<file path="src/include/ettc_pkg.sv">
// shared constants and carrier types of the two-channel 8-bit timer/event counter
// assumes a cpu data-space port with byte and single-bit writes
package ettc_pkg;

  // ----------------------------------------------------------------
  // register addresses
  // ----------------------------------------------------------------
  localparam logic [15:0] ADDR_CLK_SEL_A  = 16'hFF74;
  localparam logic [15:0] ADDR_CLK_SEL_B  = 16'hFF75;
  localparam logic [15:0] ADDR_MODE_A     = 16'hFF77;
  localparam logic [15:0] ADDR_MODE_B     = 16'hFF78;
  localparam logic [15:0] ADDR_COUNT_A    = 16'hFF70;
  localparam logic [15:0] ADDR_COUNT_B    = 16'hFF71;
  localparam logic [15:0] ADDR_MATCH_A    = 16'hFF72;
  localparam logic [15:0] ADDR_MATCH_B    = 16'hFF79;

  // ----------------------------------------------------------------
  // reset values and field layout
  // ----------------------------------------------------------------
  localparam logic [7:0] MODE_RST        = 8'h04;
  localparam logic [7:0] CLK_SEL_RST     = 8'h00;
  localparam logic [7:0] MATCH_RST       = 8'h00;
  localparam logic [7:0] MODE_READ_MASK  = 8'hC3;
  localparam logic [7:0] MODE_STORE_MASK = 8'hCF;
  localparam logic [7:0] CLK_SEL_MASK    = 8'h07;
  localparam int         BIT_CEN         = 7;
  localparam int         BIT_PWM         = 6;
  localparam int         BIT_PRESET      = 3;
  localparam int         BIT_CLEAR       = 2;
  localparam int         BIT_INV         = 1;
  localparam int         BIT_PIN_EN      = 0;

  // ----------------------------------------------------------------
  // clock selector codes and prescaler exponents for codes 2..7
  // ----------------------------------------------------------------
  localparam logic [2:0] SEL_PIN_FALL = 3'h0;
  localparam logic [2:0] SEL_PIN_RISE = 3'h1;
  localparam int         PRE_W        = 12;
  typedef logic [3:0] ettc_exp_t [0:7];
  localparam ettc_exp_t EXP_UNIT_A = '{4'h0, 4'h0, 4'h3, 4'h5, 4'h7, 4'h8, 4'h9, 4'hB};
  localparam ettc_exp_t EXP_UNIT_B = '{4'h0, 4'h0, 4'h4, 4'h6, 4'h7, 4'h8, 4'hA, 4'hC};

  // ----------------------------------------------------------------
  // cpu access carrier
  // ----------------------------------------------------------------
  typedef struct packed {
    logic [15:0] addr;
    logic [7:0]  wdata;
    logic [2:0]  bit_sel;
    logic        wr;
    logic        wr_bit;
    logic        rd;
  } ettc_bus_t;

endpackage

</file>
<file path="src/hdl/ettc_top.sv">
// two-channel 8-bit timer/event counter with compare, pwm and timer output flop
// assumes one 100 MHz clock, cpu accesses one cycle wide, timer pins asynchronous
`timescale 1ns/1ps

module ettc_top #(
  parameter int DATA_W = 8
) (
  input  wire logic              clk,
  input  wire logic              nrst,
  input  wire ettc_pkg::ettc_bus_t bus,
  output logic [7:0]             rdata,
  input  wire logic [1:0]        timer_pin_in,
  input  wire logic [1:0]        port_data,
  input  wire logic [1:0]        port_oe,
  output logic [1:0]             timer_pin_out,
  output logic [1:0]             timer_pin_oe,
  output logic [1:0]             match_irq
);

  // ----------------------------------------------------------------
  // elaboration checks
  // ----------------------------------------------------------------
  if (DATA_W != 8)
  begin : g_bad_width
    $error("counter width must be 8");
  end

  // ----------------------------------------------------------------
  // reset release
  // ----------------------------------------------------------------
  logic [1:0] rst_sync_reg;
  logic       rst_n;

  // release is clocked so no flop leaves reset mid-edge
  always_ff @(posedge clk or negedge nrst)
  begin
    if (!nrst)
      rst_sync_reg <= 2'h0;
    else
      rst_sync_reg <= {rst_sync_reg[0], 1'b1};
  end
  assign rst_n = rst_sync_reg[1];

  // ----------------------------------------------------------------
  // access decode shared by both channels
  // ----------------------------------------------------------------
  logic [7:0] bit_mask;
  logic [7:0] cmd_data;
  logic       any_wr;

  assign any_wr   = bus.wr | bus.wr_bit;
  assign bit_mask = bus.wr_bit ? (8'h01 << bus.bit_sel) : 8'hFF;
  // bit writes carry the bit value in wdata[0]; place it at its position
  assign cmd_data = bus.wr_bit ? ({7'h00, bus.wdata[0]} << bus.bit_sel) : bus.wdata;

  logic [7:0] rd_val [0:1];
  logic [1:0] rd_hit;

  // ----------------------------------------------------------------
  // channels
  // ----------------------------------------------------------------
  for (genvar ch = 0; ch < 2; ch++)
  begin : g_ch
    // prescaler width is declared first, the flops below are sized by it
    localparam int PRE_W_L = ettc_pkg::PRE_W;

    logic [15:0] a_sel;
    logic [15:0] a_mode;
    logic [15:0] a_cnt;
    logic [15:0] a_match;
    logic [7:0]  sel_reg;
    logic [7:0]  mode_reg;
    logic [7:0]  mode_next;
    logic [7:0]  match_reg;
    logic [7:0]  cnt_reg;
    logic [7:0]  cnt_next;
    logic [PRE_W_L-1:0] pre_reg;
    logic [2:0]  pin_sync_reg;
    logic        hold_reg;
    logic        flop_reg;
    logic        pwm_act_reg;
    logic        irq_reg;
    logic        out_reg;
    logic        oe_reg;
    logic        sel_wr;
    logic        mode_wr;
    logic        match_wr;
    logic        cnt_rd;
    logic        cen;
    logic        pwm;
    logic        inv;
    logic [3:0]  expo;
    logic [PRE_W_L-1:0] pre_mask;
    logic        pre_tick;
    logic        pin_rise;
    logic        pin_fall;
    logic        src_tick;
    logic        step_raw;
    logic        step;
    logic        hit;
    logic        ovf;
    logic        do_preset;
    logic        do_clear;
    logic        pin_level;

    assign a_sel   = ch == 0 ? ettc_pkg::ADDR_CLK_SEL_A : ettc_pkg::ADDR_CLK_SEL_B;
    assign a_mode  = ch == 0 ? ettc_pkg::ADDR_MODE_A : ettc_pkg::ADDR_MODE_B;
    assign a_cnt   = ch == 0 ? ettc_pkg::ADDR_COUNT_A : ettc_pkg::ADDR_COUNT_B;
    assign a_match = ch == 0 ? ettc_pkg::ADDR_MATCH_A : ettc_pkg::ADDR_MATCH_B;

    // register strobes
    assign sel_wr   = bus.wr && bus.addr == a_sel;
    assign mode_wr  = any_wr && bus.addr == a_mode;
    assign match_wr = any_wr && bus.addr == a_match;
    assign cnt_rd   = bus.rd && bus.addr == a_cnt;

    // mode fields
    assign cen = mode_reg[ettc_pkg::BIT_CEN];
    assign pwm = mode_reg[ettc_pkg::BIT_PWM];
    assign inv = mode_reg[ettc_pkg::BIT_INV];
    assign mode_next = ((mode_reg & ~bit_mask) | (cmd_data & bit_mask))
                       & ettc_pkg::MODE_STORE_MASK;
    // commands act only on the bits this write actually carries
    assign do_preset = mode_wr && bit_mask[ettc_pkg::BIT_PRESET]
                       && cmd_data[ettc_pkg::BIT_PRESET]
                       && !(bit_mask[ettc_pkg::BIT_CLEAR] && cmd_data[ettc_pkg::BIT_CLEAR]);
    assign do_clear  = mode_wr && bit_mask[ettc_pkg::BIT_CLEAR]
                       && cmd_data[ettc_pkg::BIT_CLEAR]
                       && !(bit_mask[ettc_pkg::BIT_PRESET] && cmd_data[ettc_pkg::BIT_PRESET]);

    // clock source selection
    assign expo     = ch == 0 ? ettc_pkg::EXP_UNIT_A[sel_reg[2:0]]
                              : ettc_pkg::EXP_UNIT_B[sel_reg[2:0]];
    assign pre_mask = PRE_W_L'((1 << expo) - 1);
    assign pre_tick = (pre_reg & pre_mask) == pre_mask;
    assign pin_rise = pin_sync_reg[1] & ~pin_sync_reg[2];
    assign pin_fall = ~pin_sync_reg[1] & pin_sync_reg[2];
    assign src_tick = sel_reg[2:0] == ettc_pkg::SEL_PIN_FALL ? pin_fall :
                      sel_reg[2:0] == ettc_pkg::SEL_PIN_RISE ? pin_rise : pre_tick;
    // a pending step from a read cycle is released next cycle
    assign step_raw = cen && (src_tick || hold_reg);
    assign step     = step_raw && !cnt_rd;

    // compare is always live against the current match value
    assign hit = cnt_reg == match_reg;
    assign ovf = cnt_reg == 8'hFF;
    always_comb
    begin
      cnt_next = cnt_reg;
      if (!cen)
        cnt_next = 8'h00;
      else if (step && !pwm && hit)
        cnt_next = 8'h00;
      else if (step)
        cnt_next = cnt_reg + 8'h01;
    end

    // pwm waveform active level is inverted by the polarity bit
    assign pin_level = pwm ? (pwm_act_reg ^ inv) : flop_reg;

    // synchroniser for the asynchronous pin; stage 0 feeds stage 1 only
    always_ff @(posedge clk or negedge rst_n)
    begin
      if (!rst_n)
        pin_sync_reg <= 3'h0;
      else
        pin_sync_reg <= {pin_sync_reg[1:0], timer_pin_in[ch]};
    end

    // configuration registers
    always_ff @(posedge clk or negedge rst_n)
    begin
      if (!rst_n)
      begin
        sel_reg   <= ettc_pkg::CLK_SEL_RST;
        mode_reg  <= ettc_pkg::MODE_RST;
        match_reg <= ettc_pkg::MATCH_RST;
      end
      else
      begin
        if (sel_wr)
          sel_reg <= bus.wdata & ettc_pkg::CLK_SEL_MASK;
        if (mode_wr)
          mode_reg <= mode_next;
        if (match_wr)
          match_reg <= bus.wr_bit ? ((match_reg & ~bit_mask) | cmd_data) : bus.wdata;
      end
    end

    // prescaler runs only while counting is enabled
    always_ff @(posedge clk or negedge rst_n)
    begin
      if (!rst_n)
        pre_reg <= '0;
      else if (!cen)
        pre_reg <= '0;
      else
        pre_reg <= pre_reg + PRE_W_L'(1);
    end

    // counter and read hold-off
    always_ff @(posedge clk or negedge rst_n)
    begin
      if (!rst_n)
      begin
        cnt_reg  <= 8'h00;
        hold_reg <= 1'b0;
      end
      else
      begin
        cnt_reg  <= cnt_next;
        hold_reg <= step_raw && cnt_rd;
      end
    end

    // match request, one cycle per match outside pwm
    always_ff @(posedge clk or negedge rst_n)
    begin
      if (!rst_n)
        irq_reg <= 1'b0;
      else
        irq_reg <= cen && step && !pwm && hit;
    end

    // output flop: write commands, toggle on match outside pwm while the inv bit is set
    always_ff @(posedge clk or negedge rst_n)
    begin
      if (!rst_n)
        flop_reg <= 1'b0;
      else if (do_preset)
        flop_reg <= 1'b1;
      else if (do_clear)
        flop_reg <= 1'b0;
      else if (step && !pwm && hit && inv)
        flop_reg <= ~flop_reg;
    end

    // pwm phase: active from overflow until match, dropped when stopped
    always_ff @(posedge clk or negedge rst_n)
    begin
      if (!rst_n)
        pwm_act_reg <= 1'b0;
      else if (!cen || !pwm)
        pwm_act_reg <= 1'b0;
      else if (step && ovf)
        pwm_act_reg <= 1'b1;
      else if (step && hit)
        pwm_act_reg <= 1'b0;
    end

    // pin mux; port logic keeps the pin while the timer output is off
    always_ff @(posedge clk or negedge rst_n)
    begin
      if (!rst_n)
      begin
        out_reg <= 1'b0;
        oe_reg  <= 1'b0;
      end
      else if (mode_reg[ettc_pkg::BIT_PIN_EN])
      begin
        out_reg <= pin_level;
        oe_reg  <= 1'b1;
      end
      else
      begin
        out_reg <= port_data[ch];
        oe_reg  <= port_oe[ch];
      end
    end

    // read data for this channel; command bits read back as zero
    assign rd_hit[ch] = bus.addr == a_sel || bus.addr == a_mode
                        || bus.addr == a_cnt || bus.addr == a_match;
    assign rd_val[ch] = bus.addr == a_sel   ? sel_reg :
                        bus.addr == a_mode  ? (mode_reg & ettc_pkg::MODE_READ_MASK) :
                        bus.addr == a_cnt   ? cnt_reg :
                        bus.addr == a_match ? match_reg : 8'h00;

    assign timer_pin_out[ch] = out_reg;
    assign timer_pin_oe[ch]  = oe_reg;
    assign match_irq[ch]     = irq_reg;
  end

  // ----------------------------------------------------------------
  // read port: unmapped addresses read zero
  // ----------------------------------------------------------------
  logic [7:0] rdata_reg;
  logic [7:0] rdata_next;

  assign rdata_next = !bus.rd    ? rdata_reg :
                      rd_hit[0]  ? rd_val[0] :
                      rd_hit[1]  ? rd_val[1] : 8'h00;

  // data stands until the next read
  always_ff @(posedge clk or negedge rst_n)
  begin
    if (!rst_n)
      rdata_reg <= 8'h00;
    else
      rdata_reg <= rdata_next;
  end
  assign rdata = rdata_reg;

endmodule

</file>
<file path="config.mk">
export PLATFORM = sky130hd
export DESIGN_NAME = ettc_top
export DESIGN_NICKNAME = d
export VERILOG_FILES = /design/src/include/ettc_pkg.sv /design/src/hdl/ettc_top.sv
export SDC_FILE = /design/constraint.sdc
export NUM_CORES = 1
export LEC_CHECK = 0
export CAP_MARGIN = 20
export CORE_UTILIZATION = 55
export DETAILED_ROUTE_END_ITERATION = 8
export DONT_BUFFER_PORTS = 1
export PLACE_DENSITY = 0.82
export SLEW_MARGIN = 20
export SYNTH_ARGS = -nofsm -noshare
export SYNTH_HDL_FRONTEND = slang
export SYNTH_SLANG_ARGS = --single-unit
</file>
<file path="constraint.sdc">
create_clock -name clk -period 3.8 [get_ports clk]
set_input_delay 0.76 -clock clk [delete_from_list [all_inputs] [get_ports clk]]
set_output_delay 0.76 -clock clk [all_outputs]
set_load 0.01 [all_outputs]
</file>
==> impl_metrics.csv, run 1 <==
group,metric,value,unit
clock_tree,root_buffer,"clkbuf_8",
clock_tree,clock_latency,0.39,ns
layout,final_common_cell,"dfrtp_1",
power_and_ir_drop,combPwrFrac,9.5,%
layout,mostFrequentLayoutCells,"dfrtp_1, nor2_1, o21ai_0",
setup_path,crit_path_max_fanout,14,
clock_tree,clock-sinks,98,
setup_path,rr_startpoint,"g_ch[0].sel_reg[1]$_DFFE_PN0P_",
power_and_ir_drop,p_per_area,351,mW/mm2
layout,fin_cells,735,
place,hpwl,10200,um
timing,finalCriticalPeriod,3.33,ns
synthesis,syn_area,0.00580,mm2
power_and_ir_drop,p_seq_share,57.8,%
layout,fillers,871,
timing,final_hold_viol_count,0,
global_route,grt-ovfl-total,0,
flow_run,maxCapViolations,0,
synthesis,ys_seq_area_share,42.3,%
timing,setup_tns,0,ns
timing,fmax,0.300,GHz
detailed_routing,post_drt_via_cell_ratio,6.49,
power_and_ir_drop,internal_power,1.52,mW
clock_tree,clock_tree.buffer_depth,2,
clock_tree,numCtsBuffers,9,
setup_path,crit_type,"flip-flop to flip-flop",
setup_path,cp_num_buf_inv,1,
timing,tightest_slew,0.950,ns
layout,nNetsFinal,648,
floorplanning,dieArea,0.0110,mm2
place,gp_congestion,0.879,
detailed_routing,routed_wirelength,14100,um
clock_tree,htreeDepth,3,
setup_path,r2r_cells,9,
global_route,grt_max_degree,75,
power_and_ir_drop,p_leak,2.44,nW
timing,rsz0062_at_grt,"false",
setup_path,start_kind,"flip-flop",
global_route,grt_util_all_layers,27.0,%
timing,slew-limit-headroom,36.7,%
synthesis,syn_inst,618,
power_and_ir_drop,clockPowerShare,32.7,%
synthesis,synth-main-ff-cell,"dfrtp_1",
detailed_routing,first_iter_violations,429,
global_route,grt_pass1_vias,4579,
timing,finalCritPeriodShare,87.7,%
setup_path,endpoint_kind,"flip-flop",
timing,skew,0.0131,ns
layout,antenna_cells,0,
synthesis,synth.net_count,672,
clock_tree,hold_buffers,0,
place,placed_cells,719,
setup_path,rr_endpoint,"g_ch[0].cnt_reg[6]$_DFFE_PN0P_",
synthesis,syn-mean-instance-area,9.39,um2
timing,slew_violations,0,
layout,design_area,0.00601,mm2
setup_path,cp_num_cells,9,
setup_path,cpPeakStageDelay,0.64,ns
synthesis,synth_warnings,0,
power_and_ir_drop,swShare,27.9,%
layout,final-seq-area,0.00246,mm2
place,port_buffers,0,
setup_path,cp_data_required_time,4.04,ns
synthesis,synth_cell_type_count,70,
layout,layout-drive-gt1-share,7.85,%
timing,setup_slack,0.469,ns
detailed_routing,vias,4768,
detailed_routing,ant_nets,0,
min_path,min-delay-path-class,"input port to asynchronous set/reset pin",
clock_tree,cts_setup_buffers,0,
detailed_routing,dr.pass1.iters,5,
synthesis,ys_ff_latch,98,
floorplanning,die_h,105,um
clock_tree,cts_resized,0,
power_and_ir_drop,ir_drop,209,uV
layout,largest_reg_flops,24,
global_route,antenna_found_initial,0,
global_route,grt_pass1_wl,23100,um
floorplanning,core,0.0103,mm2
place,placed_area,0.00582,mm2
setup_path,cp_top_family,"compound AO/OA/AOI/OAI gates",
floorplanning,pin_count,52,
place,pre_cts_ws,0.537,ns
setup_path,ff2ff_setup_slack,0.47,ns
layout,multi_input_area,0.00310,mm2
setup_path,arrival,3.57,ns
floorplanning,die-width,105,um
floorplanning,start_util,56.5,%
clock_tree,clk_pin_slew_worst_paths,0.09,ns
layout,syn2layout_area_growth,3.58,%
clock_tree,cts_tree,"done",
timing,finalSetupViolCount,0,
floorplanning,num_rows,37,
setup_path,crit_slowest_cell,"dfrtp_1",
detailed_routing,route.detailed.drc,0,
status,status,"finished clean",
setup_path,cp_cell_sequence,"inv_1, ha_1, and4bb_1, o311ai_2, a2111oi_4, o2111ai_4, and2_4, o31ai_2, nor2_1",
detailed_routing,wl_per_cell,19.2,um
power_and_ir_drop,p_sw,0.590,mW
synthesis,async_flop_share,100,%
synthesis,synth-edff-count,0,
==> synthesized netlist by cell type (9+ instances only) <==
cell type / count / area [um2]
o31ai_1: 9 / 67.6
ha_1: 16 / 200
dfrtp_1: 98 / 2450
nand3_1: 21 / 105
inv_1: 18 / 67.6
xnor2_1: 14 / 123
and2_1: 9 / 56.3
mux2_2: 13 / 146
o21ai_1: 9 / 45.0
nor3_1: 10 / 50.1
nor2b_1: 18 / 113
o21ai_0: 38 / 190
a22oi_1: 12 / 90.1
xor2_1: 27 / 236
clkbuf_1: 20 / 75.1
a31oi_1: 15 / 93.8
a21oi_1: 32 / 160
nor2_1: 60 / 225
and3_1: 9 / 56.3
buf_2: 10 / 50.1
nand2_1: 33 / 124
==> metrics by stage <==
stage	hold WS, ns	power [mW]	util [%]
2_1_floorplan	0.331	1.38	-
6_report	0.0664	2.11	58.5
4_1_cts	0.0556	2.12	58.5
3_3_place_gp	0.335	1.42	56.6
3_5_place_dp	0.337	1.44	56.6
5_1_grt	0.0388	2.21	58.5
==> power by group through the flow <==
stage / Clock (mW) / Combinational, mW / Sequential, mW
after detailed placement: 0 / 0.197 / 1.24
after global routing: 0.749 / 0.222 / 1.24
after floorplan: 0 / 0.186 / 1.19
after CTS: 0.698 / 0.198 / 1.22
final: 0.690 / 0.200 / 1.22
after global placement: 0 / 0.185 / 1.24
==> worst max path at each step <==
stage | from | end | slack (ns)
2_1_floorplan | rst_sync_reg[1]$_DFF_PN0_ | asynchronous set/reset pin | 0.87
3_3_place_gp | g_ch[0].sel_reg[1]$_DFFE_PN0P_ | g_ch[0].cnt_reg[5]$_DFFE_PN0P_ | 0.67
3_5_place_dp | g_ch[0].sel_reg[1]$_DFFE_PN0P_ | g_ch[0].cnt_reg[3]$_DFFE_PN0P_ | 0.54
4_1_cts | g_ch[0].sel_reg[1]$_DFFE_PN0P_ | g_ch[0].cnt_reg[6]$_DFFE_PN0P_ | 0.51
5_1_grt | g_ch[0].sel_reg[1]$_DFFE_PN0P_ | g_ch[0].cnt_reg[3]$_DFFE_PN0P_ | 0.15
6_report | g_ch[0].sel_reg[1]$_DFFE_PN0P_ | g_ch[0].cnt_reg[6]$_DFFE_PN0P_ | 0.47
==> layer usage <==
layer | share of wire [%] | global-route usage, % | routed length (um)
met1 | 42 | 35.3 | 5910
met4 | 3.4 | 11.9 | 476
met5 | 0 | 0 | 0
met3 | 6.9 | 6.61 | 969
met2 | 48 | 42.6 | 6730
==> area by class of cell <==
class                      instances  share of cell area [%]
clock inverter                     4                   0.853
tap                              136                    2.83
clock buffer                      12                    2.41
timing repair buffer               3                   0.375
inverter                          18                    1.12
multi-input combinational        464                    51.6
sequential                        98                    40.9
==> cell families after synthesis <==
family          Yosys count  share of synthesized area [%]
flops                    98                           42.3
mux                      21                           3.90
xor+xnor                 41                           6.19
compound gates          164                           19.3
simple gates            221                           20.5
other cells               1                         0.0646
fa+ha+maj                16                           3.45
buf+inv                  56                           4.35
Power figures use the tool's default switching activity.
==> run 2: changes to the inputs <==
- ABC_AREA: unset -> 1
- MAX_ROUTING_LAYER: unset -> met4
==> run 2 against run 1 <==
Against the previous run: synthesized area rose by 3.3%; sequential share of layout area shrank 1.9 points; clock skew about the same; hold slack gained 0.0047 ns; register-to-register slack better by 0.53 ns; sequential power is 13% lower; combinational power down 64%; critical path type unchanged.
==> impl_metrics.csv, run 2 <==
group,metric,value,unit
layout,layout-drive-gt1-share,5.82,%
timing,skew,0.0134,ns
timing,finalCriticalPeriod,2.80,ns
place,pre_cts_ws,1.08,ns
clock_tree,clock_tree.buffer_depth,2,
synthesis,synth_top_family_by_area,"simple AND/OR/NAND/NOR gates",
timing,slew_violations,0,
setup_path,rr_endpoint,"g_ch[0].cnt_reg[1]$_DFFE_PN0P_",
setup_path,start_kind,"flip-flop",
synthesis,synth_compound_area_share,15.3,%
timing,finalCritPeriodShare,73.7,%
layout,final_common_cell,"nand2_1",
power_and_ir_drop,ir_drop,179,uV
setup_path,worstSetupEndpoint,"g_ch[0].cnt_reg[1]$_DFFE_PN0P_",
floorplanning,pin_count,52,
clock_tree,cts_setup_buffers,0,
synthesis,synth_top_cell_by_area,"dfrtp_1",
floorplanning,dieArea,0.0113,mm2
power_and_ir_drop,swShare,23.0,%
synthesis,async_flop_share,100,%
floorplanning,die_h,106,um
setup_path,rr_startpoint,"g_ch[0].sel_reg[1]$_DFFE_PN0P_",
global_route,grt_pass1_vias,4782,
status,status,"finished clean",
global_route,grt_max_degree,81,
clock_tree,cts_tree,"done",
setup_path,r2r_cells,16,
power_and_ir_drop,p_sw,0.428,mW
power_and_ir_drop,combPwrFrac,3.9,%
detailed_routing,first_iter_violations,393,
detailed_routing,dr.pass1.iters,5,
synthesis,synth.net_count,861,
synthesis,syn_inst,806,
clock_tree,clock_latency,0.38,ns
floorplanning,start_util,57.3,%
detailed_routing,route.detailed.drc,0,
synthesis,synth-main-ff-cell,"dfrtp_1",
timing,rsz0062_at_grt,"false",
clock_tree,hold_buffers,0,
clock_tree,cts_resized,0,
detailed_routing,wl_per_cell,14.2,um
synthesis,synth-edff-count,0,
global_route,grt_pass1_wl,22700,um
clock_tree,numCtsBuffers,9,
layout,syn2layout_area_growth,5.24,%
place,hpwl,10100,um
timing,setup_slack,1.00,ns
timing,tightest_slew,0.678,ns
place,port_buffers,0,
layout,antenna_cells,0,
power_and_ir_drop,p_seq_share,56.7,%
power_and_ir_drop,clockPowerShare,39.4,%
synthesis,syn_area,0.00600,mm2
clock_tree,clk_pin_slew_worst_paths,0.09,ns
layout,largest_reg_flops,24,
synthesis,ys_ff_latch,98,
power_and_ir_drop,p_per_area,296,mW/mm2
detailed_routing,ant_nets,0,
layout,fillers,936,
detailed_routing,vias,5186,
global_route,grt_util_all_layers,26.3,%
synthesis,yosysMostFrequentCell,"nand2_1",
flow_run,maxCapViolations,0,
layout,nNetsFinal,858,
min_path,min-delay-path-class,"input port to asynchronous set/reset pin",
timing,finalSetupViolCount,0,
synthesis,synth-adder-area-share,3.55,%
synthesis,yosys.area_share.simple,27.4,%
timing,final_hold_viol_count,0,
power_and_ir_drop,p_leak,2.88,nW
power_and_ir_drop,internal_power,1.44,mW
detailed_routing,routed_wirelength,13400,um
timing,fmax,0.357,GHz
synthesis,synth_warnings,0,
synthesis,yosys-top-cells-area,"dfrtp_1, nand2_1, o21ai_0",
floorplanning,die-width,106,um
place,gp_congestion,0.928,
synthesis,synth_mux_area_share,0,%
timing,slew-limit-headroom,54.3,%
floorplanning,num_rows,37,
floorplanning,core,0.0105,mm2
setup_path,cp-startpoint,"g_ch[0].sel_reg[1]$_DFFE_PN0P_",
layout,mostFrequentLayoutCells,"nand2_1, inv_1, dfrtp_1",
synthesis,synth_cell_type_count,47,
synthesis,synth-xor-area-share,3.80,%
setup_path,arrival,3.05,ns
setup_path,crit_type,"flip-flop to flip-flop",
detailed_routing,post_drt_via_cell_ratio,5.49,
clock_tree,clock-sinks,98,
clock_tree,htreeDepth,3,
global_route,antenna_found_initial,0,
clock_tree,root_buffer,"clkbuf_8",
synthesis,ys_seq_area_share,40.9,%
synthesis,syn-mean-instance-area,7.44,um2
setup_path,endpoint_kind,"flip-flop",
synthesis,yosys.area.top_type_share,40.9,%
global_route,grt-ovfl-total,0,
setup_path,crit_path_max_fanout,9,
synthesis,ys_top_cells_by_count,"nand2_1, inv_1, dfrtp_1",
setup_path,cp_data_required_time,4.05,ns
setup_path,ff2ff_setup_slack,1.0,ns
timing,setup_tns,0,ns
[run 2: cell types whose count changed after synthesis, sizes merged, moves of 11 or more]
cell,change
a21oi,+11
nand2,+140
nor3,+16
o21ai,+46
clkbuf,-13
a31oi,-15
inv,+94
nand3,+19
nor2,+36
nor2b,-18
mux2,-13
[run 2: area by class of cell]
class / count / area [um2] / area share (%)
multi-input combinational: 577 / 3000 / 47.6
sequential: 98 / 2460 / 38.9
inverter: 115 / 438 / 6.94
tap: 136 / 170 / 2.70
clock buffer: 11 / 131 / 2.08
clock inverter: 5 / 78.8 / 1.25
timing repair buffer: 2 / 35.0 / 0.555
[run 2: per-stage QoR]
stage / hold slack, ns / power, mW / util [%] / cells / cell area [um2]
floorplan: 0.331 / 1.13 / - / 806 / 6000
global placement: 0.335 / 1.15 / 58.0 / 927 / 6070
detailed placement: 0.342 / 1.15 / 58.0 / 927 / 6070
CTS: 0.0581 / 1.88 / 60.0 / 943 / 6280
global route: 0.0472 / 1.93 / 60.3 / 944 / 6310
finish: 0.0711 / 1.87 / 60.3 / 944 / 6310
[run 2: worst max-delay path: stages, from the launching register on]
cell,delay (ns)
dfrtp_1,0.51
inv_1,0.21
ha_1,0.36
inv_1,0.05
nand2_1,0.08
nand2_2,0.10
nand3_1,0.12
nand2_1,0.07
or2_0,0.20
nand2_1,0.08
nand4_1,0.10
nand2_1,0.07
nand2_1,0.07
nand2_2,0.11
nand4_2,0.15
o21ai_4,0.31
a21oi_1,0.08
[run 2: how the worst min path moves through the flow]
stage	startpoint	endpoint	depth (start not counted)
floorplan	g_ch[0].pin_sync_reg[0]$_DFF_PN0_	g_ch[0].pin_sync_reg[1]$_DFF_PN0_	0
detailed placement	g_ch[1].pin_sync_reg[0]$_DFF_PN0_	g_ch[1].pin_sync_reg[1]$_DFF_PN0_	0
finish	nrst	rst_sync_reg[1]$_DFF_PN0_	0
CTS	nrst	rst_sync_reg[1]$_DFF_PN0_	0
global route	nrst	rst_sync_reg[1]$_DFF_PN0_	0
global placement	g_ch[1].pin_sync_reg[0]$_DFF_PN0_	g_ch[1].pin_sync_reg[1]$_DFF_PN0_	0
[run 2: cells by family (layout without fill, tap and decap cells)]
logic type                 count (synthesis)  after routing
and+or+nand+nor                          369            369
AOI/OAI and AO/OA                        164            164
buffers and inverters                    131            133
DFF                                       98             98
xor gates and xnor gates                  26             26
adders and majority gates                 17             17
other                                      1              1
[run 2: metal layers]
layer  track usage [%]  wire, um  part of all wire (%)
met2              40.5      6120                    46
met1              34.5      5950                    44
met5                 -         0                     0
met3              5.33       992                   7.4
met4              10.1       363                   2.7
[run 2: power by group through the flow]
stage                     registers (mW)  logic, mW  clock network [mW]
final                               1.06     0.0725               0.735
after CTS                           1.07     0.0575               0.748
after global placement              1.09     0.0560                   0
after detailed placement            1.09     0.0574                   0
after floorplan                     1.09     0.0466                   0
after global routing                1.06     0.0829               0.791
==> run 3: changes to the inputs <==
- PLACE_DENSITY: 0.82 -> 0.85
- clock period: 3.8 -> 2.42 ns (I/O delays scaled with it)
==> run 3 against run 2 <==
Against the previous run: the flow now finishes with violations (negative setup slack); die area unchanged; cell count is 3.5% higher; count of clock-buffer cells in the layout is 1 lower; via count increased by 7.9%; highest routed layer unchanged; first-iteration DRC count down 16%; combinational power rose by 54%; wire length rose by 15%; non-clock buffer count increased by 33; critical endpoint is now g_ch[1].cnt_reg[0]$_DFFE_PN0P_; sequential power grew 58%.
==> impl_metrics.csv, run 3 (synthesis results as in run 2) <==
group,metric,value,unit
status,status,"finished with violations",
status,violations,"negative setup slack",
layout,final_common_cell,"nand2_1",
detailed_routing,post_drt_via_cell_ratio,5.73,
floorplanning,num_rows,37,
layout,utilization,66.3,%
setup_path,cpPeakStageDelay,0.43,ns
timing,fmax,0.379,GHz
timing,slew_violations,0,
setup_path,crit_path_max_fanout,7,
global_route,antenna_found_initial,0,
floorplanning,core,0.0105,mm2
power_and_ir_drop,internal_power,2.50,mW
layout,nNetsFinal,891,
power_and_ir_drop,p_seq_share,52.1,%
global_route,grt_pass1_vias,5096,
place,port_buffers,0,
power_and_ir_drop,p_per_area,462,mW/mm2
detailed_routing,ant_nets,0,
setup_path,crit_slowest_cell,"dfrtp_1",
layout,largest_reg_flops,24,
layout,antenna_cells,0,
power_and_ir_drop,p_leak,3.13,nW
detailed_routing,dr.pass1.iters,7,
layout,mostFrequentLayoutCells,"nand2_1, inv_1, dfrtp_1",
detailed_routing,route.detailed.drc,0,
setup_path,cp_top_family,"simple AND/OR/NAND/NOR gates",
timing,finalSetupViolCount,16,
setup_path,r2r_cells,18,
timing,slew-limit-headroom,55.0,%
setup_path,cp-startpoint,"g_ch[1].sel_reg[1]$_DFFE_PN0P_",
floorplanning,die-width,106,um
detailed_routing,wl_per_cell,15.8,um
setup_path,rr_startpoint,"g_ch[1].sel_reg[1]$_DFFE_PN0P_",
min_path,hp-start,"timer_pin_in[1]",
detailed_routing,first_iter_violations,330,
global_route,grt-ovfl-total,0,
setup_path,cp_num_buf_inv,3,
place,hpwl,10700,um
setup_path,cp_data_required_time,2.75,ns
clock_tree,clock_latency,0.39,ns
min_path,min-delay-path-class,"input port to flip-flop",
timing,setup_slack,-0.219,ns
power_and_ir_drop,clockPowerShare,44.5,%
detailed_routing,vias,5597,
setup_path,cp_num_cells,18,
clock_tree,clk_pin_slew_worst_paths,0.10,ns
setup_path,arrival,2.96,ns
layout,design_area,0.00694,mm2
clock_tree,root_buffer,"clkbuf_8",
timing,whs,0.118,ns
timing,finalCritPeriodShare,109,%
detailed_routing,routed_wirelength,15400,um
timing,final_hold_viol_count,0,
floorplanning,pin_count,52,
setup_path,cp_cell_sequence,"buf_4, buf_4, ha_1, nand2_1, nand3_2, nor2_2, nor2_2, nand2_1, nand2_1, nor2_1, nand3_1, nand2_1, nand2_1, nand2_2, nand3_4, buf_4, xor2_2, nor2_2",
global_route,grt_util_all_layers,27.7,%
power_and_ir_drop,ir_drop,358,uV
clock_tree,clock_tree.buffer_depth,2,
power_and_ir_drop,swShare,22.0,%
place,gp_congestion,0.963,
min_path,holdPathStages,0,
floorplanning,dieArea,0.0113,mm2
layout,syn2layout_area_growth,15.8,%
clock_tree,numCtsBuffers,9,
clock_tree,cts_tree,"done",
setup_path,start_kind,"flip-flop",
global_route,grt_pass1_wl,24000,um
power_and_ir_drop,combPwrFrac,3.5,%
timing,finalCriticalPeriod,2.64,ns
layout,layout-drive-gt1-share,17.0,%
timing,rsz0062_at_grt,"true",
floorplanning,die_h,106,um
flow_run,maxCapViolations,0,
power_and_ir_drop,p_sw,0.706,mW
global_route,grt_max_degree,50,
setup_path,endpoint_kind,"flip-flop",
clock_tree,clock-sinks,98,
timing,skew,0.0127,ns
setup_path,crit_type,"flip-flop to flip-flop",
place,placed_area,0.00623,mm2
floorplanning,start_util,57.3,%
setup_path,crit_top_cell,"nand2_1",
clock_tree,htreeDepth,3,
timing,tightest_slew,0.669,ns
[run 3: cell types whose count changed in the layout (fill, tap and decap cells not counted), sizes merged]
cell         delta
buf            +32
clkinv          -4
inv             +3
bufinv          +2
clkbuf          -1
dlygate4sd3     +1
[run 3: worst paths after layout]
kind / end / slack, ns
min in group asynchronous: rst_sync_reg[1]$_DFF_PN0_ / 0.33
worst max register to register: g_ch[1].cnt_reg[0]$_DFFE_PN0P_ / -0.22
worst min register to register: rdata[3]$_DFFE_PN0P_ / 0.36
worst min-delay path: g_ch[1].pin_sync_reg[0]$_DFF_PN0_ / 0.12
worst max-delay path: g_ch[1].cnt_reg[0]$_DFFE_PN0P_ / -0.22
max in group asynchronous: g_ch[0].cnt_reg[5]$_DFFE_PN0P_ / 1.31
[run 3: layer usage]
layer / track usage [%] / vias to the layer above / routed length [um]
met5: - / - / 0
met4: 9.88 / 0 / 424
met3: 7.11 / 42 / 1060
met2: 43.7 / 210 / 7510
met1: 34.6 / 2659 / 6440
li1: - / 2686 / -
[run 3: worst reg2reg max path: cells and delay by family (launching register included)]
| family | cells | cell delay (ns) |
|---|---|---|
| buffers and inverters | 3 | 0.49 |
| DFF | 1 | 0.43 |
| adders and majority gates | 1 | 0.17 |
| and+or+nand+nor | 13 | 1.35 |
| xor gates and xnor gates | 1 | 0.14 |
[run 3: repair_timing]
| action | in CTS | in global routing |
|---|---|---|
| pin swaps | 2 | 29 |
| gates resized for setup | 6 | 83 |
| endpoints found under the setup margin | 16 | 20 |
| setup buffers | 1 | 12 |
| gates cloned | 0 | 0 |
| endpoints found under the hold margin | 2 | 0 |
| hold buffers | 1 | 0 |
[run 3: cell type report]
class | count | area [um2]
fillers | 862 | 3520
multi-input cells | 577 | 3300
flip-flops and latches | 98 | 2460
inverters | 115 | 447
repair buffers | 35 | 297
well taps | 136 | 170
clock buffers | 10 | 138
clock inverters | 6 | 136
[run 3: power by group through the flow]
stage / combinational [mW] / sequential (mW) / clock, mW
floorplan: 0.0732 / 1.70 / 0
global placement: 0.103 / 1.70 / 0
detailed placement: 0.105 / 1.70 / 0
CTS: 0.108 / 1.67 / 1.43
global route: 0.126 / 1.67 / 1.49
finish: 0.112 / 1.67 / 1.43
[run 3: per-stage QoR]
step                      instances  TNS (ns)  total power [mW]  setup slack (ns)
after global routing            977     -4.75              3.29            -0.382
after floorplan                 806         0              1.78            0.0740
final                           977     -1.85              3.21            -0.219
after detailed placement        947    -0.190              1.81           -0.0296
after global placement          947         0              1.81            0.0922
after CTS                       965         0              3.21           0.00383
